**src/inc/spx_consts.vh**
```
// Purpose: Constants for the strobe processor execution core
// Assumes: 32-bit APB, one aligned word per register
// Notes:   Included by hdl/spx_exec_core.v
//
// Overview of operation
// RULE1 - Z decrement op lowers Z by one, zero wraps to all ones
// RULE2 - Y decrement op lowers Y by one, zero wraps to all ones
// RULE3 - Y increment op raises Y by one, all ones wraps to zero
// RULE4 - Saturating increment loads min(Y+1, M); Y all ones gives M
// RULE5 - Random load fills low Y bits of X from generator, clears upper bits
// RULE6 - Random load with Y zero or above eight fills all eight bits
// RULE7 - Back to back random loads may reuse one generator value
// RULE8 - Interrupt op sets the program interrupt flag
// RULE9 - Wait on X holds PC, decrements X per overflow, then advances, flags done
// RULE10 - Wait on X with X zero does not wait
// RULE11 - Wait on W stalls for W overflows, zero means 32, then flags done
// RULE12 - Wait on event stalls until timer at least compare value, no flag
// RULE13 - Loop label records address of following instruction
// RULE14 - Label in last location records its own address
// RULE15 - Only one loop start kept; a new label replaces the old
// RULE16 - Repeat jumps to loop start when C xor N true, else advances
// RULE17 - Repeat without a recorded label always falls through
// RULE18 - Skip advances PC by S plus one when C xor N true, else one
// RULE19 - Skip with S zero holds until C xor N becomes true
// RULE20 - Skip decode: bit7 clear, S bits 6-4, N bit 3, C bits 2-0
// RULE21 - Undefined opcodes behave as no operation and advance
// RULE22 - Sequencing steps at 8 MHz
// RULE23 - M from bits 2-0 of saturating increment, W from bits 4-0 of wait
// RULE24 - Condition C selects one of eight external status inputs
`ifndef SPX_CONSTS_VH
`define SPX_CONSTS_VH

// Register byte offsets
`define SPX_CTRL_OFS      8'h00
`define SPX_STATUS_OFS    8'h04
`define SPX_WORK_X_OFS    8'h08
`define SPX_WORK_Y_OFS    8'h0c
`define SPX_WORK_Z_OFS    8'h10
`define SPX_PROG_PTR_OFS  8'h14
`define SPX_PROG_DATA_OFS 8'h18
`define SPX_TCMP_OFS      8'h1c

// Field positions
`define SPX_CTRL_START_BIT 0
`define SPX_CTRL_STOP_BIT  1
`define SPX_ST_RUN_BIT     0
`define SPX_ST_INT_BIT     1
`define SPX_ST_WT_BIT      2

// Reset values
`define SPX_WORK_RST 8'h00
`define SPX_TCMP_RST 16'h0000

// Opcodes, and the count that a zero wait field means
`define SPX_Z_DECREMENT_OP         8'hbf
`define SPX_Y_DECREMENT_OP         8'hbe
`define SPX_Y_INCREMENT_OP         8'hbd
`define SPX_Y_SATURATING_INC_OP    8'hb0
`define SPX_RANDOM_LOAD_OP         8'hbc
`define SPX_INTERRUPT_OP           8'hb9
`define SPX_WAIT_COUNT_FROM_REG_OP 8'hbb
`define SPX_WAIT_COUNT_OP          8'h80
`define SPX_WAIT_TIMER_COMPARE_OP  8'hb8
`define SPX_LOOP_LABEL_OP          8'hba
`define SPX_CONDITIONAL_REPEAT_OP  8'ha0
`define SPX_WAIT_ZERO_MEANS        6'h20

// Timing: system clock and sequencing rate in MHz
`define SPX_CLK_MHZ  5'h14
`define SPX_STEP_MHZ 5'h08

`endif

```
**src/hdl/spx_exec_core.v**
```verilog
// Purpose: Execution core for the non-strobe instructions of a strobe processor
// Assumes: APB slave on sys_clk_i; timer and status inputs on the same clock
// Notes:   Strobe opcodes 0xc0-0xff run as no operation; AW must be 3 or more
//          Steps come from a fractional divider, two in every five clocks, so
//          the sequencer sees an average 8 MHz rate without a second clock.
//          Overflow pulses between steps are latched, so several count as one.
//          A CPU write to X, Y or Z in a step cycle beats the instruction.
//          A program that runs past the last word stops and rearms pc at zero.
`timescale 1ns/1ps
`include "spx_consts.vh"

module spx_exec_core #(
   parameter AW = 5,   // Program memory address width
   parameter TW = 16   // MAC timer width
) (
   // Clock and reset
   input  wire          sys_clk_i,
   input  wire          arst_n_i,
   // APB slave
   input  wire          psel_i,
   input  wire          penable_i,
   input  wire          pwrite_i,
   input  wire [7:0]    paddr_i,
   input  wire [31:0]   pwdata_i,
   output reg  [31:0]   prdata_o,
   output reg           pready_o,
   output reg           pslverr_o,
   // MAC timer, random generator and status
   input  wire          mac_ovf_i,
   input  wire [TW-1:0] mac_timer_i,
   input  wire [7:0]    random_generator_output_i,
   input  wire [7:0]    cond_status_i,
   // Flags
   output reg           program_interrupt_flag_o,
   output reg           wait_done_flag_o,
   output reg           running_o
);

   // Program memory depth and the pc constants at the pc's own width
   localparam DEPTH = 1 << AW;
   localparam [AW:0] PC_ONE  = {{AW{1'b0}}, 1'b1};
   localparam [AW:0] PC_LAST = {1'b0, {AW{1'b1}}};
   localparam [4:0]  STEP    = `SPX_STEP_MHZ;
   localparam [4:0]  MODULUS = `SPX_CLK_MHZ;

   // Mask of the low bits loaded by a random load
   function [7:0] rand_mask;
      input [7:0] y;
      begin
         if (y == 8'h00 || y > 8'h08) begin
            rand_mask = 8'hff;
         end else begin
            rand_mask = 8'hff >> (4'h8 - y[3:0]);
         end
      end
   endfunction

   // One-step decrement with wrap from zero to all ones, shared by X, Y and Z
   function [7:0] dec8;
      input [7:0] v;
      begin
         dec8 = v - 8'h01;
      end
   endfunction

   // Reset synchroniser, program memory and sequencer state
   reg           rst_meta_r;
   reg           rst_n_r;
   reg  [7:0]    mem [0:DEPTH-1];
   reg  [AW:0]   pc_r;
   reg  [AW-1:0] wptr_r;
   reg  [7:0]    x_r;
   reg  [7:0]    y_r;
   reg  [7:0]    z_r;
   reg  [TW-1:0] tcmp_r;
   reg  [AW:0]   label_r;
   reg           label_vld_r;
   reg           wact_r;
   reg  [5:0]    wcnt_r;
   reg           ovf_pend_r;
   reg  [4:0]    acc_r;
   reg           tick_r;

   // Next values and decode helpers
   reg  [AW:0]   pc_nxt;
   reg  [7:0]    x_nxt;
   reg  [7:0]    y_nxt;
   reg  [7:0]    z_nxt;
   reg  [AW:0]   label_nxt;
   reg           label_vld_nxt;
   reg           wact_nxt;
   reg  [5:0]    wcnt_nxt;
   reg           int_set;
   reg           wt_set;
   reg  [5:0]    wcur;
   reg  [7:0]    ysum;
   reg  [31:0]   rd_mux;
   reg           addr_ok;

   // Current instruction and the terms derived from it
   wire [7:0]    instr    = mem[pc_r[AW-1:0]];
   wire          cond_hit = cond_status_i[instr[2:0]] ^ instr[3]; // see RULE24
   wire          ovf_seen = ovf_pend_r | mac_ovf_i;
   wire          step     = tick_r & running_o;
   wire          apb_done = psel_i & penable_i & pready_o;
   wire          apb_wr   = apb_done & pwrite_i & ~pslverr_o;
   wire [AW:0]   pc_inc   = pc_r + PC_ONE;
   wire [AW:0]   pc_skip  = pc_r + {{(AW-2){1'b0}}, instr[6:4]} + PC_ONE;

   // Reset release through two flip-flops
   // Assertion stays asynchronous; only the release is timed to the clock,
   // so no register leaves reset on a different edge from its neighbours
   always @(posedge sys_clk_i or negedge arst_n_i) begin
      if (!arst_n_i) begin
         rst_meta_r <= 1'b0;
         rst_n_r    <= 1'b0;
      end else begin
         rst_meta_r <= 1'b1;
         rst_n_r    <= rst_meta_r;
      end
   end

   // Fractional divider giving an average 8 MHz step from 20 MHz
   // Two ticks in every five clocks; the spacing is uneven, which is why
   // overflow pulses are latched between ticks rather than sampled on them
   always @(posedge sys_clk_i or negedge rst_n_r) begin
      if (!rst_n_r) begin
         acc_r  <= 5'h00;
         tick_r <= 1'b0;
      end else if (acc_r + STEP >= MODULUS) begin
         acc_r  <= acc_r + STEP - MODULUS; // see RULE22
         tick_r <= 1'b1;
      end else begin
         acc_r  <= acc_r + STEP;
         tick_r <= 1'b0;
      end
   end

   // Instruction decode and execution for one step
   // Every next value but wact_nxt defaults to holding, so an instruction that waits
   // simply leaves pc_nxt at pc_r and retries on the next step. The wait
   // counter only stays armed while a counted wait keeps asking for it,
   // so any other opcode drops a half-finished count.
   always @* begin
      pc_nxt        = pc_r;
      x_nxt         = x_r;
      y_nxt         = y_r;
      z_nxt         = z_r;
      label_nxt     = label_r;
      label_vld_nxt = label_vld_r;
      wact_nxt      = 1'b0;
      wcnt_nxt      = wcnt_r;
      int_set       = 1'b0;
      wt_set        = 1'b0;
      wcur          = 6'h00;
      ysum          = y_r + 8'h01;
      if (!instr[7]) begin
         // Conditional skip
         // A skip may run past the last word; the sequencer treats that as the end
         if (cond_hit) begin
            pc_nxt = pc_skip;                // see RULE18 RULE20
         end else if (instr[6:4] != 3'h0) begin
            pc_nxt = pc_inc;                 // see RULE18
         end                                 // Hold when S is zero, see RULE19
      end else if (instr[7:5] == 3'h4) begin
         // Counted wait, W from the low five bits
         // The first step loads the count, later steps use the armed counter
         wcur = wact_r ? wcnt_r :
                (instr[4:0] == 5'h00) ? `SPX_WAIT_ZERO_MEANS : {1'b0, instr[4:0]}; // see RULE23
         if (ovf_seen && wcur == 6'h01) begin
            pc_nxt = pc_inc;                 // see RULE11
            wt_set = 1'b1;
         end else begin
            wact_nxt = 1'b1;
            wcnt_nxt = ovf_seen ? wcur - 6'h01 : wcur;
         end
      end else if (instr[7:3] == 5'h16) begin
         // Saturating increment with limit M from the low three bits
         // Y of all ones would wrap to zero, so it is forced to the limit instead
         if (y_r == 8'hff || ysum > {5'h00, instr[2:0]}) begin
            y_nxt = {5'h00, instr[2:0]};     // see RULE4 RULE23
         end else begin
            y_nxt = ysum;                    // see RULE4
         end
         pc_nxt = pc_inc;
      end else if (instr[7:4] == 4'ha) begin
         // Conditional repeat
         // Without a label the jump is refused and execution falls through
         if (cond_hit && label_vld_r) begin
            pc_nxt = label_r;                // see RULE16
         end else begin
            pc_nxt = pc_inc;                 // see RULE16 RULE17
         end
      end else begin
         pc_nxt = pc_inc;
         case (instr)
            `SPX_Z_DECREMENT_OP: begin
               z_nxt = dec8(z_r);            // see RULE1
            end
            `SPX_Y_DECREMENT_OP: begin
               y_nxt = dec8(y_r);            // see RULE2
            end
            `SPX_Y_INCREMENT_OP: begin
               y_nxt = ysum;                 // see RULE3
            end
            `SPX_RANDOM_LOAD_OP: begin
               // Generator value is sampled directly, see RULE7
               x_nxt = random_generator_output_i & rand_mask(y_r); // see RULE5 RULE6
            end
            `SPX_INTERRUPT_OP: begin
               int_set = 1'b1;               // see RULE8
            end
            `SPX_WAIT_COUNT_FROM_REG_OP: begin
               // X doubles as the counter, so software sees it count down
               if (x_r == 8'h00) begin
                  wt_set = 1'b1;             // see RULE10
               end else if (ovf_seen) begin
                  x_nxt = dec8(x_r);         // see RULE9
                  if (x_r == 8'h01) begin
                     wt_set = 1'b1;          // see RULE9
                  end else begin
                     pc_nxt = pc_r;
                  end
               end else begin
                  pc_nxt = pc_r;             // see RULE9
               end
            end
            `SPX_WAIT_TIMER_COMPARE_OP: begin
               // Unsigned compare; no wait flag is raised when it ends
               if (mac_timer_i < tcmp_r) begin
                  pc_nxt = pc_r;             // see RULE12
               end
            end
            `SPX_LOOP_LABEL_OP: begin
               // A label in the last word points at itself, so a repeat stays in memory
               label_nxt     = (pc_r == PC_LAST) ? pc_r : pc_inc; // see RULE13 RULE14
               label_vld_nxt = 1'b1;         // see RULE15
            end
            default: begin
               pc_nxt = pc_inc;              // see RULE21
            end
         endcase
      end
   end

   // Register read multiplexer and address check
   // Only exact word offsets decode; any other address is refused with an
   // error response and reads back as zero
   always @* begin
      rd_mux  = 32'h0000_0000;
      addr_ok = 1'b1;
      case (paddr_i)
         `SPX_CTRL_OFS:      rd_mux = 32'h0000_0000;
         `SPX_STATUS_OFS: begin
            rd_mux[`SPX_ST_RUN_BIT] = running_o;
            rd_mux[`SPX_ST_INT_BIT] = program_interrupt_flag_o;
            rd_mux[`SPX_ST_WT_BIT]  = wait_done_flag_o;
            rd_mux[8+AW:8]          = pc_r;
         end
         `SPX_WORK_X_OFS:    rd_mux[7:0] = x_r;
         `SPX_WORK_Y_OFS:    rd_mux[7:0] = y_r;
         `SPX_WORK_Z_OFS:    rd_mux[7:0] = z_r;
         `SPX_PROG_PTR_OFS:  rd_mux[AW-1:0] = wptr_r;
         `SPX_PROG_DATA_OFS: rd_mux = 32'h0000_0000;
         `SPX_TCMP_OFS:      rd_mux[TW-1:0] = tcmp_r;
         default:            addr_ok = 1'b0;
      endcase
   end

   // APB answer after one wait state
   // Read data is captured on the access edge and held with pready, so the
   // master takes a value that was settled a full cycle before it samples it.
   // pready falls again at once, which spaces back to back transfers safely.
   always @(posedge sys_clk_i or negedge rst_n_r) begin
      if (!rst_n_r) begin
         pready_o  <= 1'b0;
         pslverr_o <= 1'b0;
         prdata_o  <= 32'h0000_0000;
      end else begin
         pready_o  <= psel_i & penable_i & ~pready_o;
         pslverr_o <= psel_i & penable_i & ~pready_o & ~addr_ok;
         if (psel_i && penable_i && !pready_o) begin
            prdata_o <= (addr_ok && !pwrite_i) ? rd_mux : 32'h0000_0000;
         end
      end
   end

   // Program memory fill, no reset on the array
   // The array keeps its contents over reset and over a stop, so software
   // must load a program before the first start
   always @(posedge sys_clk_i) begin
      if (apb_wr && paddr_i == `SPX_PROG_DATA_OFS) begin
         mem[wptr_r] <= pwdata_i[7:0];
      end
   end

   // Sequencer state; software writes come last so they win on the data registers
   // A step that would leave the memory ends the program and rearms pc at zero.
   // Start and stop both rearm pc and drop the label; stop is written last, so
   // a write that sets both bits leaves the core stopped
   always @(posedge sys_clk_i or negedge rst_n_r) begin
      if (!rst_n_r) begin
         pc_r                     <= {(AW+1){1'b0}};
         wptr_r                   <= {AW{1'b0}};
         x_r                      <= `SPX_WORK_RST;
         y_r                      <= `SPX_WORK_RST;
         z_r                      <= `SPX_WORK_RST;
         tcmp_r                   <= `SPX_TCMP_RST;
         label_r                  <= {(AW+1){1'b0}};
         label_vld_r              <= 1'b0;
         wact_r                   <= 1'b0;
         wcnt_r                   <= 6'h00;
         ovf_pend_r               <= 1'b0;
         running_o                <= 1'b0;
         program_interrupt_flag_o <= 1'b0;
         wait_done_flag_o         <= 1'b0;
      end else begin
         // Overflows between steps are held until the next step
         // Several pulses between two steps therefore count as one
         ovf_pend_r <= tick_r ? 1'b0 : ovf_seen;
         // Write one to clear, a set in the same cycle wins
         // Clearing loses to a set so an event landing on the clear is never lost
         if (apb_wr && paddr_i == `SPX_STATUS_OFS) begin
            if (pwdata_i[`SPX_ST_INT_BIT]) program_interrupt_flag_o <= 1'b0;
            if (pwdata_i[`SPX_ST_WT_BIT])  wait_done_flag_o         <= 1'b0;
         end
         if (step) begin
            x_r         <= x_nxt;
            y_r         <= y_nxt;
            z_r         <= z_nxt;
            label_r     <= label_nxt;
            label_vld_r <= label_vld_nxt;
            wact_r      <= wact_nxt;
            wcnt_r      <= wcnt_nxt;
            if (int_set) program_interrupt_flag_o <= 1'b1; // see RULE8
            if (wt_set)  wait_done_flag_o         <= 1'b1; // see RULE9 RULE11
            // Leaving the memory ends the program
            if (pc_nxt > PC_LAST) begin
               running_o   <= 1'b0;
               pc_r        <= {(AW+1){1'b0}};
               label_vld_r <= 1'b0;
               wact_r      <= 1'b0;
            end else begin
               pc_r <= pc_nxt;
            end
         end
         if (apb_wr) begin
            case (paddr_i)
               `SPX_CTRL_OFS: begin
                  if (pwdata_i[`SPX_CTRL_START_BIT]) begin
                     running_o   <= 1'b1;
                     pc_r        <= {(AW+1){1'b0}};
                     label_vld_r <= 1'b0;
                     wact_r      <= 1'b0;
                  end
                  if (pwdata_i[`SPX_CTRL_STOP_BIT]) begin
                     running_o   <= 1'b0;
                     pc_r        <= {(AW+1){1'b0}};
                     label_vld_r <= 1'b0;
                     wact_r      <= 1'b0;
                  end
               end
               `SPX_WORK_X_OFS:    x_r    <= pwdata_i[7:0];
               `SPX_WORK_Y_OFS:    y_r    <= pwdata_i[7:0];
               `SPX_WORK_Z_OFS:    z_r    <= pwdata_i[7:0];
               `SPX_PROG_PTR_OFS:  wptr_r <= pwdata_i[AW-1:0];
               `SPX_PROG_DATA_OFS: wptr_r <= wptr_r + {{(AW-1){1'b0}}, 1'b1};
               `SPX_TCMP_OFS:      tcmp_r <= pwdata_i[TW-1:0];
               default:            wptr_r <= wptr_r;
            endcase
         end
      end
   end

endmodule // spx_exec_core

```
**config.mk**
```make
export PLATFORM = sky130hd
export DESIGN_NAME = spx_exec_core
export DESIGN_NICKNAME = d
export VERILOG_FILES = /design/src/hdl/spx_exec_core.v
export VERILOG_INCLUDE_DIRS = /design/src /design/src/inc
export SDC_FILE = /design/constraint.sdc
export NUM_CORES = 1
export LEC_CHECK = 0
export BUFFER_PORTS_ARGS = -buffer_cell sky130_fd_sc_hd__buf_2
export CAP_MARGIN = 30
export CORE_ASPECT_RATIO = 0.8
export CORE_MARGIN = 10
export CORE_UTILIZATION = 43
export DETAILED_ROUTE_END_ITERATION = 10
export PLACE_DENSITY = 0.62
export REMOVE_ABC_BUFFERS = 1
export SYNTH_ARGS = -nofsm -noshare
export SYNTH_HDL_FRONTEND = slang
export SYNTH_SLANG_ARGS = --single-unit
```
**constraint.sdc**
```tcl
create_clock -name sys_clk_i -period 6.5 [get_ports sys_clk_i]
set_clock_uncertainty 0.1 [all_clocks]
set_input_delay 0.975 -clock sys_clk_i [delete_from_list [all_inputs] [get_ports sys_clk_i]]
set_output_delay 0.975 -clock sys_clk_i [all_outputs]
set_load 0.01 [all_outputs]
```
==> impl_results.md <==
- R2R Path Start: pc_r[2]
- Post-layout util: 0.488
- First-pass GRT wire length: 70.6 mm
- Gate power share: 0.024
- Final Critical Period: 5.36 ns
- Slew margin rel.: 0.267
- Crit. End Element: register
- Max cap viols: 0
- Dpl cells: 1992
- Synth unique cells: 87
- GRT Resource Usage Total: 0.188
- Met1 Use GR: 0.261
- Final hold vios: 0
- CP startpoint: pc_r[2]
- Met2 Use GR: 0.297
- Top cells by area, synth: edfxtp_1, dfrtp_1, mux2i_1
- R2R Setup Slk: 1.14 ns
- Register share of total power: 0.527
- Critical Path Stages: 18
- Period utilisation layout: 0.825
- Crit Path Class: register to register
- Worst EP arrival: 5.71 ns
- Multi-input gate area: 0.00661 mm2
- Post-route cell area: 0.0193 mm2
- IO buf count: 82
- Residual DRC: 0
- Die height: 199 um
- Vias: 11800
- Clock Power Share: 0.449
- Int Power: 3630 uW
- Actual slew at the worst max-slew pin: 1.09 ns
- Switching Share: 0.206
- CTS Hold Bufs: 0
- PD cells: 237 mW/mm2
- Cell Chain, Critical Path: and2_1 > a22oi_1 > nand2_1 > o31ai_1 > nor2_1 > clkinv_1 > ha_1 > inv_1 > a21o_1 > a21oi_1 > a31oi_1 > nor4_1 > a2bb2o_1 > and2_1 > a21oi_1 > a31oi_1 > o21ai_0 > a21oi_1
- Clk slew on worst S/H paths: 0.06 ns
- Critical-path top delay cell: o31ai_1
- VDD IR max: 0.225 mV
- Vias per Instance: 5.74
- Antenna Nets Post-Route: 0
- Area growth syn-to-layout: 11.8%
- Post-synth EDFFs: 256
- Syn avg cell area: 12.2 um2
- CTS tree: done
- Final slew viol count: 0
- Fillcell total: 3579
- Fraction of registers with async set/reset: 0.266
- DR WL/cell: 22.6 um
- Hold Path Class: input port to async pin
- Cts bufs inserted: 38
- CP Max Fanout: 41
- Antenna violations before repair: 1
- # rows: 65
- Top cell type by total area after synthesis: edfxtp_1
- Synthesis warning total: 0
- IO Count: 115
- Primary FF master, synth: edfxtp_1
- Synthesized flop and latch total: 349
- Crit path required time: 6.85 ns
- Yosys top cell area share: 0.446
- Sequential fraction of the synthesis area: 0.581
- Largest buffer count on any clock path: 3
- Sw Pwr: 941 uW
- Final GP Congestion: 0.932
- GRT busiest layer: met2
- Post-CTS setup buffers: 0
- CP endpoint: y_r[3]
- Pin count of the biggest net entering global routing: 60
- Vias in the first global route: 11700
- Leak: 0.00698 uW
- Initial Util: 0.436
- Status: complete, no violations
- Die span in x: 244 um
- Worst-Skew Late Latency: 0.53 ns
- Pre-Repair DR Iteration Count: 6
- Fmax: 186 MHz
- Critical path's largest stage delay: 0.92 ns
- Overflow after GRT: 0
- Core Box Area: 0.0395 mm2
- Worst Setup Start Kind: register
- Register Area: 0.0100 mm2
- Delay-heaviest family, CP: compound AO/OA/AOI/OAI gates
- R2r endpoint: y_r[3]
- Post_cts resized: 0
- Sum of negative setup slack: 0 ns
- Share of layout cells above drive strength 1: 0.149
- Critical path buffers and inverters: 2
- Clock Sinks: 349
- Cell Area, Placed: 0.0181 mm2
- Met3 global-route usage: 0.0407
- Die ar.: 0.0486 mm2
- Drt total wl: 46.5 mm
- Final Net Count: 1616
- H-tree levels: 2
- CTS Root Cell: clkbuf_16
- Starting DRT DRC Count: 1158
- RSZ-0062 raised after global routing: false
- Non-filler cells, final: 2062
- Cell Area, Synth: 0.0172 mm2
- R2R depth: 18
- DPL Wire Length: 31.9 mm
- CP dominant cell by count: a21oi_1
- Setup violators final: 0
- Synth Instances: 1416
stage by stage:
| step | power [uW] | hold slack (ns) | setup slack, ns |
|---|---|---|---|
| finish | 4570 | 0.126 | 1.14 |
| global route | 4710 | 0.110 | 0.904 |
| CTS | 4600 | 0.106 | 1.25 |
| detailed placement | 2560 | 0.189 | 1.27 |
| global placement | 2560 | 0.188 | 1.29 |
| floorplan | 2490 | 0.231 | 0.278 |
layout make-up:
class,count,area share
Antenna cell,1,0.000130
Clock buffer,50,0.0517
Clock inverter,18,0.00889
Inverter,49,0.00954
Multi-Input combinational cell,950,0.343
Sequential cell,349,0.520
Tap cell,536,0.0348
Timing Repair Buffer,109,0.0318
layer usage:
| layer | part of all wire | vias to the layer above |
|---|---|---|
| li1 | - | 5469 |
| met1 | 0.44 | 5849 |
| met2 | 0.46 | 449 |
| met3 | 0.084 | 67 |
| met4 | 0.018 | 0 |
| met5 | 0 | - |
layout by cell type, fill, tap and decap left out, types with 13 or more instances in the layout:
| master | synthesis | final |
|---|---|---|
| and3_1 | 13 | 13 |
| nor2_1 | 120 | 120 |
| dfrtp_1 | 93 | 90 |
| o21ai_0 | 78 | 78 |
| o22ai_1 | 14 | 14 |
| inv_1 | 45 | 45 |
| mux4_2 | 32 | 32 |
| mux2i_1 | 73 | 73 |
| a22oi_1 | 37 | 37 |
| edfxtp_1 | 256 | 256 |
| ha_1 | 40 | 40 |
| a21oi_1 | 61 | 61 |
| nand2_1 | 131 | 131 |
| buf_2 | 6 | 82 |
| nor3_1 | 18 | 18 |
| conb_1 | 2 | 17 |
| clkbuf_16 | 0 | 38 |
| xnor2_1 | 27 | 27 |
| nand3_1 | 52 | 52 |
| nor2b_1 | 19 | 19 |
| buf_4 | 22 | 26 |
state kept, by name, summed over array words and instances, names as in the netlist, 3 cells and up:
register and flops:
tcmp_r 16, y_r 8, prdata_o 16, wcnt_r 6, pc_r 6, acc_r 3, x_r 8, wptr_r 5
label_r 6, z_r 8, mem 256
cells by family (layout without fill, tap and decap cells):
kind of cell / after synthesis / in the layout / synth area share
simple gates: 427 / 427 / 0.118
compound gates: 312 / 312 / 0.120
fa+ha+maj: 41 / 41 / 0.0302
flops: 349 / 349 / 0.581
buf+inv: 132 / 226 / 0.0390
other cells: 2 / 18 / 0.000436
mux: 118 / 118 / 0.0936
xor+xnor: 35 / 35 / 0.0178
worst min-delay path by stage:
| stage | cells past startpoint | startpoint | endpoint |
|---|---|---|---|
| floorplan | 0 | rst_meta_r | rst_n_r |
| global placement | 0 | rst_n_r | prdata_o[15] |
| detailed placement | 0 | rst_n_r | tcmp_r[15] |
| CTS | 1 | arst_n_i | rst_n_r |
| global route | 1 | arst_n_i | rst_n_r |
| finish | 1 | arst_n_i | rst_n_r |
cell usage after synthesis (32+ instances only):
cell        n
edfxtp_1  256
nand2_1   131
nor2_1    120
dfrtp_1    93
o21ai_0    78
mux2i_1    73
a21oi_1    61
nand3_1    52
inv_1      45
clkbuf_1   42
ha_1       40
a22oi_1    37
mux4_2     32
power by group through the flow:
stage | Sequential [uW] | Clock [uW] | Combinational [uW]
after floorplan | 2460 | 0 | 34.5
after global placement | 2450 | 0 | 106
final | 2410 | 2050 | 109
after global routing | 2410 | 2180 | 120
after detailed placement | 2450 | 0 | 109
after CTS | 2410 | 2090 | 109
Power figures use the tool's default switching activity.
